`src/hw/tbp_pkg.sv`:
```
// package of constants for the transmit buffer command parser
package tbp_pkg;
	localparam int DATA_W      = 32;
	localparam int LEN_W       = 11;
	localparam int OFS_W       = 2;
	localparam int FIFO_DEPTH  = 8;
	// first command word fields
	localparam int A_OFS_HI    = 17;
	localparam int A_OFS_LO    = 16;
	localparam int A_FIRST_BIT = 13;
	localparam int A_LAST_BIT  = 12;
	localparam int A_LEN_HI    = 10;
	localparam int A_LEN_LO    = 0;
	// second command word fields
	localparam int B_CSUM_BIT  = 14;
	localparam int B_LEN_HI    = 10;
	localparam int B_LEN_LO    = 0;
	localparam logic [DATA_W-1:0] B_CMP_MASK = 32'hFFFF_BFFF;
	localparam logic [3:0]        BE_ALL     = 4'hF;
	localparam logic [LEN_W-1:0]  LEN_ZERO   = 11'h000;
	localparam logic [LEN_W+1:0]  BYTES_WORD = 13'h0004;
	typedef enum logic [3:0] {
		TBP_CMD_A = 4'b0001,
		TBP_CMD_B = 4'b0010,
		TBP_DATA  = 4'b0100,
		TBP_SKIP  = 4'b1000
	} tbp_state_t;
endpackage : tbp_pkg

```
`src/hw/tbp_fifo.sv`:
```
// small synchronous fifo with valid/ready on both sides
`timescale 1ns/10ps
module tbp_fifo #(
	parameter int WIDTH = 36,
	parameter int DEPTH = 8
) (
	// clock and reset
	input  wire logic             sys_clk,
	input  wire logic             rst,
	// fill side
	input  wire logic             in_valid,
	output logic                  in_ready,
	input  wire logic [WIDTH-1:0] in_data,
	// drain side
	output logic                  out_valid,
	input  wire logic             out_ready,
	output logic      [WIDTH-1:0] out_data
);
	localparam int AW = $clog2(DEPTH);
	logic [WIDTH-1:0] mem_r [DEPTH];
	logic [AW-1:0]    wp_r, wp_nxt, rp_r, rp_nxt;
	logic [AW:0]      cnt_r, cnt_nxt;
	logic             push, pop;

	assign in_ready  = (cnt_r != DEPTH[AW:0]);
	assign out_valid = (cnt_r != '0);
	assign push      = in_valid && in_ready;
	assign pop       = out_valid && out_ready;
	assign out_data  = mem_r[rp_r];

	always_comb begin
		wp_nxt  = push ? ((wp_r == AW'(DEPTH - 1)) ? '0 : wp_r + 1'b1) : wp_r;
		rp_nxt  = pop ? ((rp_r == AW'(DEPTH - 1)) ? '0 : rp_r + 1'b1) : rp_r;
		cnt_nxt = cnt_r + (AW+1)'(push) - (AW+1)'(pop);
	end

	always_ff @(posedge sys_clk) begin
		if (rst) begin
			wp_r  <= '0;
			rp_r  <= '0;
			cnt_r <= '0;
		end else begin
			wp_r  <= wp_nxt;
			rp_r  <= rp_nxt;
			cnt_r <= cnt_nxt;
		end
		if (push) begin
			mem_r[wp_r] <= in_data;
		end
	end
endmodule : tbp_fifo

```
`src/hw/tbp_parser.sv`:
```
// transmit buffer command parser: strips command words, forms byte enables, checks frames
// Operation
// RULE_01 - first word bits 17:16 give offset 0..3 of first payload byte
// RULE_02 - first word bit 13 set opens a new frame
// RULE_03 - first word bit 12 set marks the frame's last buffer
// RULE_04 - first word bits 10:0 count payload bytes after the command words
// RULE_05 - offset plus count gives trailing filler bytes, which are not sent
// RULE_06 - buffer counts summed per frame, compared with frame length, error on mismatch
// RULE_07 - host count excludes leading offset and trailing filler bytes
// RULE_08 - checksum only when request bit, opening flag and engine enable all set
// RULE_09 - reserved bits written zero by host and ignored here
// RULE_10 - second word identical across frame except checksum bit, else error
// RULE_11 - second word bits 10:0 hold frame length, same in every buffer
// RULE_12 - offsets 0..3 select lanes 7:0, 15:8, 23:16, 31:24 first
`timescale 1ns/10ps
module tbp_parser
	import tbp_pkg::*;
#(
	parameter int FIFO_DEPTH_P = tbp_pkg::FIFO_DEPTH
) (
	// clock and reset
	input  wire logic                      sys_clk,
	input  wire logic                      rst,
	// word stream from the transmit fifo
	input  wire logic                      in_valid,
	output logic                           in_ready,
	input  wire logic [tbp_pkg::DATA_W-1:0] in_data,
	// configuration
	input  wire logic                      tx_checksum_engine_enable,
	// byte-enabled words towards the mac
	output logic                           out_valid,
	input  wire logic                      out_ready,
	output logic      [tbp_pkg::DATA_W-1:0] out_data,
	output logic      [3:0]                out_be,
	output logic                           out_sof,
	output logic                           out_eof,
	// status
	output logic                           csum_request,
	output logic                           transmit_error_flag,
	input  wire logic                      error_clear
);
	import tbp_pkg::*;

	tbp_state_t        st_r, st_nxt;
	logic [OFS_W-1:0]  ofs_r, ofs_nxt;
	logic              first_r, first_nxt, last_r, last_nxt;
	logic              sof_pend_r, sof_pend_nxt;
	logic [LEN_W+1:0]  rem_r, rem_nxt;
	logic [LEN_W+1:0]  tot_r, tot_nxt;
	logic              in_frame_r, in_frame_nxt;
	logic [DATA_W-1:0] cmdb_r, cmdb_nxt;
	logic [LEN_W-1:0]  flen_r, flen_nxt;
	logic              err_r, err_nxt;
	logic              csum_r, csum_nxt;

	// one word of payload after the offset is applied
	logic              take;
	logic              f_in_ready;
	logic              f_push;
	logic [3:0]        be_lead, be_word;
	logic [LEN_W+1:0]  lane_cnt;
	logic [LEN_W+1:0]  span;
	logic [LEN_W+1:0]  run_tot;
	logic [LEN_W+1:0]  frame_len;
	logic [DATA_W+5:0] f_in;
	logic [DATA_W+5:0] f_out;

	// command words never wait; only payload can back up behind a full fifo
	assign take     = in_valid && in_ready;
	assign in_ready = (st_r != TBP_DATA) || f_in_ready;

	// first lane used in this word; the offset only shifts the opening word
	always_comb begin
		be_lead = BE_ALL << ofs_r; // RULE_12 RULE_01
		lane_cnt = BYTES_WORD - (LEN_W+2)'(ofs_r);
		be_word = be_lead;
		if (rem_r < lane_cnt) begin
			// trailing filler lanes are dropped in the last word
			be_word = be_lead & ~(BE_ALL << (ofs_r + rem_r[1:0])); // RULE_05
		end
		span = (rem_r < lane_cnt) ? rem_r : lane_cnt;
	end

	// running frame total with this buffer, and the length it must reach
	always_comb begin
		run_tot   = first_r ? rem_r : tot_r + rem_r;
		frame_len = first_r ? (LEN_W+2)'(in_data[B_LEN_HI:B_LEN_LO]) : (LEN_W+2)'(flen_r);
	end

	// sof and eof travel with their word so a stalled mac cannot misalign them
	assign f_push = (st_r == TBP_DATA) && take;
	assign f_in   = {be_word, sof_pend_r, last_r && (rem_r == span), in_data};

	always_comb begin
		st_nxt       = st_r;
		ofs_nxt      = ofs_r;
		first_nxt    = first_r;
		last_nxt     = last_r;
		sof_pend_nxt = sof_pend_r;
		rem_nxt      = rem_r;
		tot_nxt      = tot_r;
		in_frame_nxt = in_frame_r;
		cmdb_nxt     = cmdb_r;
		flen_nxt     = flen_r;
		err_nxt      = err_r;
		csum_nxt     = csum_r;
		if (error_clear) begin
			err_nxt = 1'b0;
		end
		unique case (st_r)
			TBP_CMD_A: begin
				if (take) begin
					// reserved bits 31:18, 15:14 and 11 are not looked at
					ofs_nxt   = in_data[A_OFS_HI:A_OFS_LO]; // RULE_01 RULE_09
					first_nxt = in_data[A_FIRST_BIT]; // RULE_02
					last_nxt  = in_data[A_LAST_BIT]; // RULE_03
					rem_nxt   = (LEN_W+2)'(in_data[A_LEN_HI:A_LEN_LO]); // RULE_04 RULE_07
					st_nxt    = TBP_CMD_B;
				end
			end
			TBP_CMD_B: begin
				if (take) begin
					if (first_r) begin
						// a new frame starts; an open frame that never closed is an error
						if (in_frame_r) err_nxt = 1'b1; // RULE_02
						tot_nxt      = rem_r;
						cmdb_nxt     = in_data;
						flen_nxt     = in_data[B_LEN_HI:B_LEN_LO]; // RULE_11
						sof_pend_nxt = 1'b1;
						// only the opening buffer's request counts; later ones may differ
						csum_nxt     = in_data[B_CSUM_BIT] && tx_checksum_engine_enable; // RULE_08
					end else begin
						if (!in_frame_r) err_nxt = 1'b1;
						if ((in_data & B_CMP_MASK) != (cmdb_r & B_CMP_MASK)) err_nxt = 1'b1; // RULE_10 RULE_11
						tot_nxt = tot_r + rem_r; // RULE_06
					end
					// a zero-sized buffer means host and parser are out of step
					if (rem_r[LEN_W-1:0] == LEN_ZERO) err_nxt = 1'b1; // RULE_04
					in_frame_nxt = !last_r; // RULE_03
					st_nxt = (rem_r == '0) ? TBP_CMD_A : TBP_DATA;
				end
			end
			TBP_DATA: begin
				if (take) begin
					sof_pend_nxt = 1'b0;
					ofs_nxt      = '0;
					rem_nxt      = rem_r - span;
					if (rem_r == span) begin
						st_nxt = TBP_CMD_A;
					end
				end
			end
			TBP_SKIP: begin
				// never entered; a stray code goes back to command parsing
				st_nxt = TBP_CMD_A;
			end
			default: begin
				st_nxt = TBP_CMD_A;
			end
		endcase
		// frame total checked once each buffer's command words are in
		if ((st_r == TBP_CMD_B) && take) begin
			// the closing buffer must land exactly on the frame length
			if (last_r && (run_tot != frame_len)) err_nxt = 1'b1; // RULE_06
			// a frame that already reached its length should have closed here
			if (!last_r && (run_tot >= frame_len)) err_nxt = 1'b1; // RULE_03 RULE_06
		end
	end

	always_ff @(posedge sys_clk) begin
		if (rst) begin
			st_r       <= TBP_CMD_A;
			ofs_r      <= '0;
			first_r    <= 1'b0;
			last_r     <= 1'b0;
			sof_pend_r <= 1'b0;
			rem_r      <= '0;
			tot_r      <= '0;
			in_frame_r <= 1'b0;
			cmdb_r     <= '0;
			flen_r     <= '0;
			err_r      <= 1'b0;
			csum_r     <= 1'b0;
		end else begin
			st_r       <= st_nxt;
			ofs_r      <= ofs_nxt;
			first_r    <= first_nxt;
			last_r     <= last_nxt;
			sof_pend_r <= sof_pend_nxt;
			rem_r      <= rem_nxt;
			tot_r      <= tot_nxt;
			in_frame_r <= in_frame_nxt;
			cmdb_r     <= cmdb_nxt;
			flen_r     <= flen_nxt;
			err_r      <= err_nxt;
			csum_r     <= csum_nxt;
		end
	end

	// fifo decouples the parser from mac stalls; a full fifo stalls only payload input, not command words
	tbp_fifo #(
		.WIDTH (DATA_W + 6),
		.DEPTH (FIFO_DEPTH_P)
	) u_fifo (
		.sys_clk   (sys_clk),
		.rst       (rst),
		.in_valid  (f_push),
		.in_ready  (f_in_ready),
		.in_data   (f_in),
		.out_valid (out_valid),
		.out_ready (out_ready),
		.out_data  (f_out)
	);

	// data is passed unshifted; the mac uses the byte enables to pick lanes
	assign out_be              = f_out[DATA_W+5:DATA_W+2];
	assign out_sof             = f_out[DATA_W+1];
	assign out_eof             = f_out[DATA_W];
	assign out_data            = f_out[DATA_W-1:0];
	assign csum_request        = csum_r;
	assign transmit_error_flag = err_r;
endmodule : tbp_parser

```
`config.mk`:
```
export PLATFORM = sky130hd
export DESIGN_NAME = tbp_parser
export DESIGN_NICKNAME = d
export VERILOG_FILES = /design/src/hw/tbp_pkg.sv /design/src/hw/tbp_fifo.sv /design/src/hw/tbp_parser.sv
export SDC_FILE = /design/constraint.sdc
export NUM_CORES = 1
export LEC_CHECK = 0
export ABC_AREA = 1
export BUFFER_PORTS_ARGS = -buffer_cell sky130_fd_sc_hd__buf_2
export CORE_ASPECT_RATIO = 0.75
export CORE_MARGIN = 5
export CORE_UTILIZATION = 30
export DETAILED_ROUTE_END_ITERATION = 16
export PLACE_DENSITY = 0.44
export REMOVE_ABC_BUFFERS = 1
export SLEW_MARGIN = 0
export SYNTH_ARGS = -nofsm -noshare
export SYNTH_HDL_FRONTEND = slang
export SYNTH_SLANG_ARGS = --single-unit
export TNS_END_PERCENT = 100
```
`constraint.sdc`:
```
create_clock -name sys_clk -period 10.94 [get_ports sys_clk]
set_clock_uncertainty 0.15 [all_clocks]
set_input_delay 0.547 -clock sys_clk [delete_from_list [all_inputs] [get_ports sys_clk]]
set_output_delay 0.547 -clock sys_clk [all_outputs]
set_load 0.02 [all_outputs]
```
Word-level counts from Yosys, hierarchy flattened. Memory sizes are Yosys's and may differ from the RTL's. A register that Yosys moved wholly into a read port is not among the register bits. Index checks and enable logic that the tools add are counted.

Logic and storage cells: 104. Output and inout bits: 42. Bits in writable memories: 304. Flip-flop bits (word level): 91. Memories kept: 1.

Memories: u_fifo.mem_r (words 8, bits a word 38, rd ports 1, clocked after memory_dff 1, write ports 1, RTL line tbp_fifo.sv:20) `logic [WIDTH-1:0] mem_r [DEPTH];`.

Muxes and demuxes: 37. Shifts and indexed selects: 2. $lt $le $gt $ge: 2. Eq/ne operators: 15. Add/subtract/negate cells: 8. Reductions and logical operators: 22. Bitwise operators: 2.

Operators with widths (count): $mux W13 (4); $ne A31 B31 Y1 (1); $pmux W13 S2 (1); $mux W4 (5); $mux W1 (16); $mux W3 (5); $add A13 B13 Y13 (1); $eq A13 B13 Y1 (1); $ge A13 B11 Y1 (1); $logic_not A13 Y1 (1); $lt A13 B13 Y1 (1); $ne A13 B11 Y1 (1); $sub A13 B13 Y13 (1); $pmux W4 S3 (1); $logic_not A11 Y1 (1); $mux W11 (1); $logic_and A1 B1 Y1 (9); $ne A2 B2 Y1 const B (4); $reduce_and A4 Y1 (2); $shl A4 B2 Y4 const A (2); $add A3 B1 Y3 const B (2); $eq A3 B3 Y1 const B (2); $reduce_and A3 Y1 (2); $add A4 B1 Y4 (1); other kinds (19) (22).

Longest topological paths before layout.
Word-level depth: 10. Mapped depth: 25. Depth with buffers taken out: 25.

By module. From an unflattened synthesis, not the netlist that was laid out.

Cells, all modules: 2169. Area, all modules: 18768.0 µm².

Modules (own cells, without submodules): tbp_fifo (cells an instance 1406, times used 1, area each 13953.4 µm², sequential area each 9389.0 µm²); tbp_parser (cells an instance 763, times used 1, area each 4814.6 µm², sequential area each 1361.3 µm²).

Worst setup path after synthesis. Ideal clock, no wire load.

Kind: flip-flop to flip-flop. From: register u_fifo.cnt_r[2]. To: memory u_fifo.mem_r[0][0] in the netlist's numbering, enable pin. Stages on the path, launching flop included: 11. Setup time: 433 ps. Slack: 7456 ps. Period minus slack after synthesis: 3484 ps. Arrival: 2901 ps. Path through: dfxtp_1 > inv_1 > ha_1 > nand4_4 > nand2_4 > inv_4 > nand2_1 > buf_4 > inv_2 > nand2_1 > nor2_1.

Word-level cells in the longest chain between the ends: 7.

Ends and longest elaborated chain: from (decl) (RTL line tbp_fifo.sv:22) `logic [AW:0] cnt_r, cnt_nxt;`; from (signal assigned) (RTL line tbp_fifo.sv:45) `cnt_r <= cnt_nxt;`; $ne A4 B4 Y1 (RTL line tbp_fifo.sv:25) `assign in_ready = (cnt_r != DEPTH[AW:0]);`; $logic_or A1 B1 Y1 (RTL line tbp_parser.sv:70) `assign in_ready = (st_r != TBP_DATA) || f_in_ready;`; via in_ready (RTL line tbp_parser.sv:26) `output logic in_ready,`; $logic_and A1 B1 Y1 (RTL line tbp_parser.sv:69) `assign take = in_valid && in_ready;`; $logic_and A1 B1 Y1 (RTL line tbp_parser.sv:91) `assign f_push = (st_r == TBP_DATA) && take;`; $logic_and A1 B1 Y1 (RTL line tbp_fifo.sv:27) `assign push = in_valid && in_ready;`; via u_fifo.push (RTL line tbp_fifo.sv:23) `logic push, pop;`; $mux W1 (RTL line tbp_fifo.sv:47) `if (push) begin`; $mux W1 (not written as such) (RTL line tbp_fifo.sv:48) `mem_r[wp_r] <= in_data;`; to (decl) (RTL line tbp_fifo.sv:20).

The timed path passes the listed nets, and every way through them passes these cells.

==> impl_results.md <==
* Total power at roughly 4.3 mW
* Mean Syn Cell Area at 10.1 um^2
* Max Cap Viol at 0
* Ant. Diodes at 0
* Required time of the critical path at approximately 10000 ps
* # hold bufs at CTS at 0
* Setup TNS Final at 0 ps
* Hold_ws at between 100 and 150 ps
* Clock buffer count from CTS at 42
* #FFs+latches synth at a little under 400
* Vias at between 10000 and 15000
* Library cells used by synthesis at 43
* DP HPWL at 28900 um
* First-pass GRT wire length at 71400 um
* R2R setup slack at 7040 ps
* Syn Std Cell Area at 17000 um^2
* PD cells at around 220 nW/um^2
* Startpoint types: flop
* Cells after DPL at about 2400
* TritonCTS Sinks at ~390
* Die height at 216 um
* Clock Path Buffers at 3
* Total GRT Usage at 0.148
* # nets final at 1833
* Kind of critical path: flop to output port
* Initial Util at 0.304
* Family with the most delay on the worst path: buffers and inverters
* Critical Path End Type: output port
* Die Area at ~60000 um^2
* Internal power at approximately 2.8 mW
* Worst r2r src: ofs_r[0]
* Fin util at 0.348
* Grt total ovfl at 0
* Logic gate share of total power at 0.276
* Clk pin slew, worst setup/hold paths at ~60 ps
* Initial antenna violation count at 0
* Setup Fix Bufs, Post-CTS at 0
* Worst setup path endpoint: out_be[3]
* Max Fclk at around 230 MHz
* Post-Route WL at 46400 um
* Routability Congestion at around 0.87
* Final Cell Area at 19500 um^2
* Normalized max-slew margin at 0.279
* Most common cell after layout, fill and taps aside: nor2_1
* Ys flop type: edfxtp_1
* Post-cts resize count at 0
* CP Max Fanout at 100
* CTS tree: done
* Rows at between 70 and 80
* Largest net degree at the start of global routing at a little over 100
* CP arrival at 3560 ps
* Buf+Inv Stages, Crit Path at 3
* Core area at ~56000 um^2
* Psw at ~1.5 mW
* Via density at roughly 4.8
* Cell depth of the worst flop-to-flop path at 21
* Run status: completed
* Critical path depth at 7
* Tmin final at about 4300 ps
* I/O Pins at 80
* Warnings, synthesis at 0
* Initial DRT Pass Iterations at 6
* Vias in the first global route at 11600
* Sequential area share after synthesis at 0.631
* Most frequent cells in the layout: 336 x nor2_1, 304 x edfxtp_1, 216 x o21ai_0
* RR Endpoint: rem_r[11]
* Slew @ Worst Pin at between 1000 and 1500 ps
* Layout cells sized above 1 at 0.109
* Port Buffers at roughly 80
* Setup ws final at 6680 ps
* Clk_lat worst skew at around 570 ps
* Dpl cell area at between 15000 and 20000 um^2
* Place WS at about 7000 ps
* Cell Count, Final, Fillers Out at 2513
* Net Sw Frac at 0.341
* Crit-path cells: inv_4 -> buf_4 -> o21ai_0 -> o22ai_1 -> nor2_1 -> a31oi_1 -> buf_2
* Post-synth EDFFs at a little over 300
* Max incr delay on CP at 870 ps
* Clock H-tree levels at 2
* Count of pins over their slew limit at 0
* Final setup fails at 0
* Die span in x at between 200 and 300 um
* Synth async-reset ratio at 0
* Gate count after technology mapping at roughly 1700
* WL per Instance at between 15 and 20 um
* Final period util at 0.389
* Post-route ant nets at 0
* Final Hold Fails at 0
* DRC at 0
* Part of the power in registers at 0.395
* Hold path start: in_data[21]
* Area growth syn-to-layout at 14.6%
* Leakage at 7.21 nW
* Critical-path top delay cell: buf_4
* Worst vdd ir at just under 0.1 mV
* CTS Root Cell: clkbuf_16
* Clock power share at 0.329
* DRT iter0 DRCs at approximately 900
* Hold Path Class: input port to flop
* Unrepaired setup endpoints after global routing: false
## registers in the layout, indices dropped and copies added (netlist names), 2 cells and up, named ones only
signal,flops
cmdb_r,31
rem_r,13
tot_r,13
u_fifo.cnt_r,4
u_fifo.rp_r,3
u_fifo.wp_r,3
st_r,3
u_fifo.mem_r,304
ofs_r,2
## final cells by class
| type | count | area (um^2) |
|---|---|---|
| fill | 5656 | 36600 |
| sequential | 385 | 10800 |
| multi-input combinational | 1090 | 5480 |
| clock buffer | 57 | 1160 |
| tap | 731 | 915 |
| inverter | 136 | 518 |
| timing repair buffer | 95 | 515 |
| clock inverter | 19 | 193 |
## cell families (layout without fill, tap and decap cells)
group / Yosys count / after routing / synth area share
adders and majority gates: 45 / 45 / 0.0344
and+or+nand+nor: 611 / 611 / 0.144
AOI/OAI and AO/OA: 427 / 427 / 0.136
xor gates and xnor gates: 7 / 7 / 0.00360
buffers and inverters: 219 / 307 / 0.0516
DFF: 385 / 385 / 0.631
## worst reg2reg max path: stages (launching register included)
cell and delay [ps]:
dfxtp_1 440, inv_1 80, ha_1 270, inv_1 50, ha_1 260, inv_1 50, nor2_1 30, o21ai_0 140
nand3_1 400, o21ai_0 490, ha_1 310, nand2_1 90, o21ai_1 120, nor2_2 110, nand2_1 90, nor2_2 110
nand2_1 100, nor2_2 110, nand2_1 70, o21ai_1 140, nand3_1 90, a21oi_1 140
## routing by layer
metal / part of all wire / wire length (um) / track usage / up-vias
li1: - / - / - / 5980
met1: 0.50 / 23200 / 0.222 / 5750
met2: 0.43 / 19800 / 0.225 / 242
met3: 0.052 / 2420 / 0.0231 / 57
met4: 0.021 / 987 / 0.0385 / 0
met5: 0 / 0 / 0 / -
## power groups by stage
stage / combinational, mW / clock, mW / sequential [mW]
after floorplan: 0.759 / 0 / 1.73
after global placement: 1.19 / 0 / 1.72
after detailed placement: 1.20 / 0 / 1.72
after CTS: 1.20 / 1.45 / 1.69
after global routing: 1.34 / 1.50 / 1.69
final: 1.18 / 1.40 / 1.69
## Yosys cell counts, types with 5 or more instances
library cell | instances | area [um^2]
o21ai_0 | 216 | 1080
nor2_1 | 344 | 1290
o21ai_1 | 35 | 175
buf_2 | 24 | 120
nand4_1 | 5 | 31.3
inv_2 | 7 | 26.3
inv_1 | 127 | 477
a21oi_1 | 70 | 350
clkbuf_1 | 53 | 199
nand2_1 | 211 | 792
edfxtp_1 | 304 | 9130
dfxtp_1 | 81 | 1620
or2_2 | 5 | 31.3
o22ai_1 | 43 | 269
a31oi_1 | 46 | 288
nand3_1 | 29 | 145
ha_1 | 42 | 526
## worst min-delay path by stage
| stage | endpoint | depth (start not counted) |
|---|---|---|
| floorplan | in_frame_r | 1 |
| global placement | in_frame_r | 1 |
| detailed placement | in_frame_r | 1 |
| CTS | u_fifo.mem_r[5][19] | 1 |
| global route | u_fifo.mem_r[3][21] | 1 |
| finish | u_fifo.mem_r[3][21] | 1 |
(Power assumes the default switching activity.)
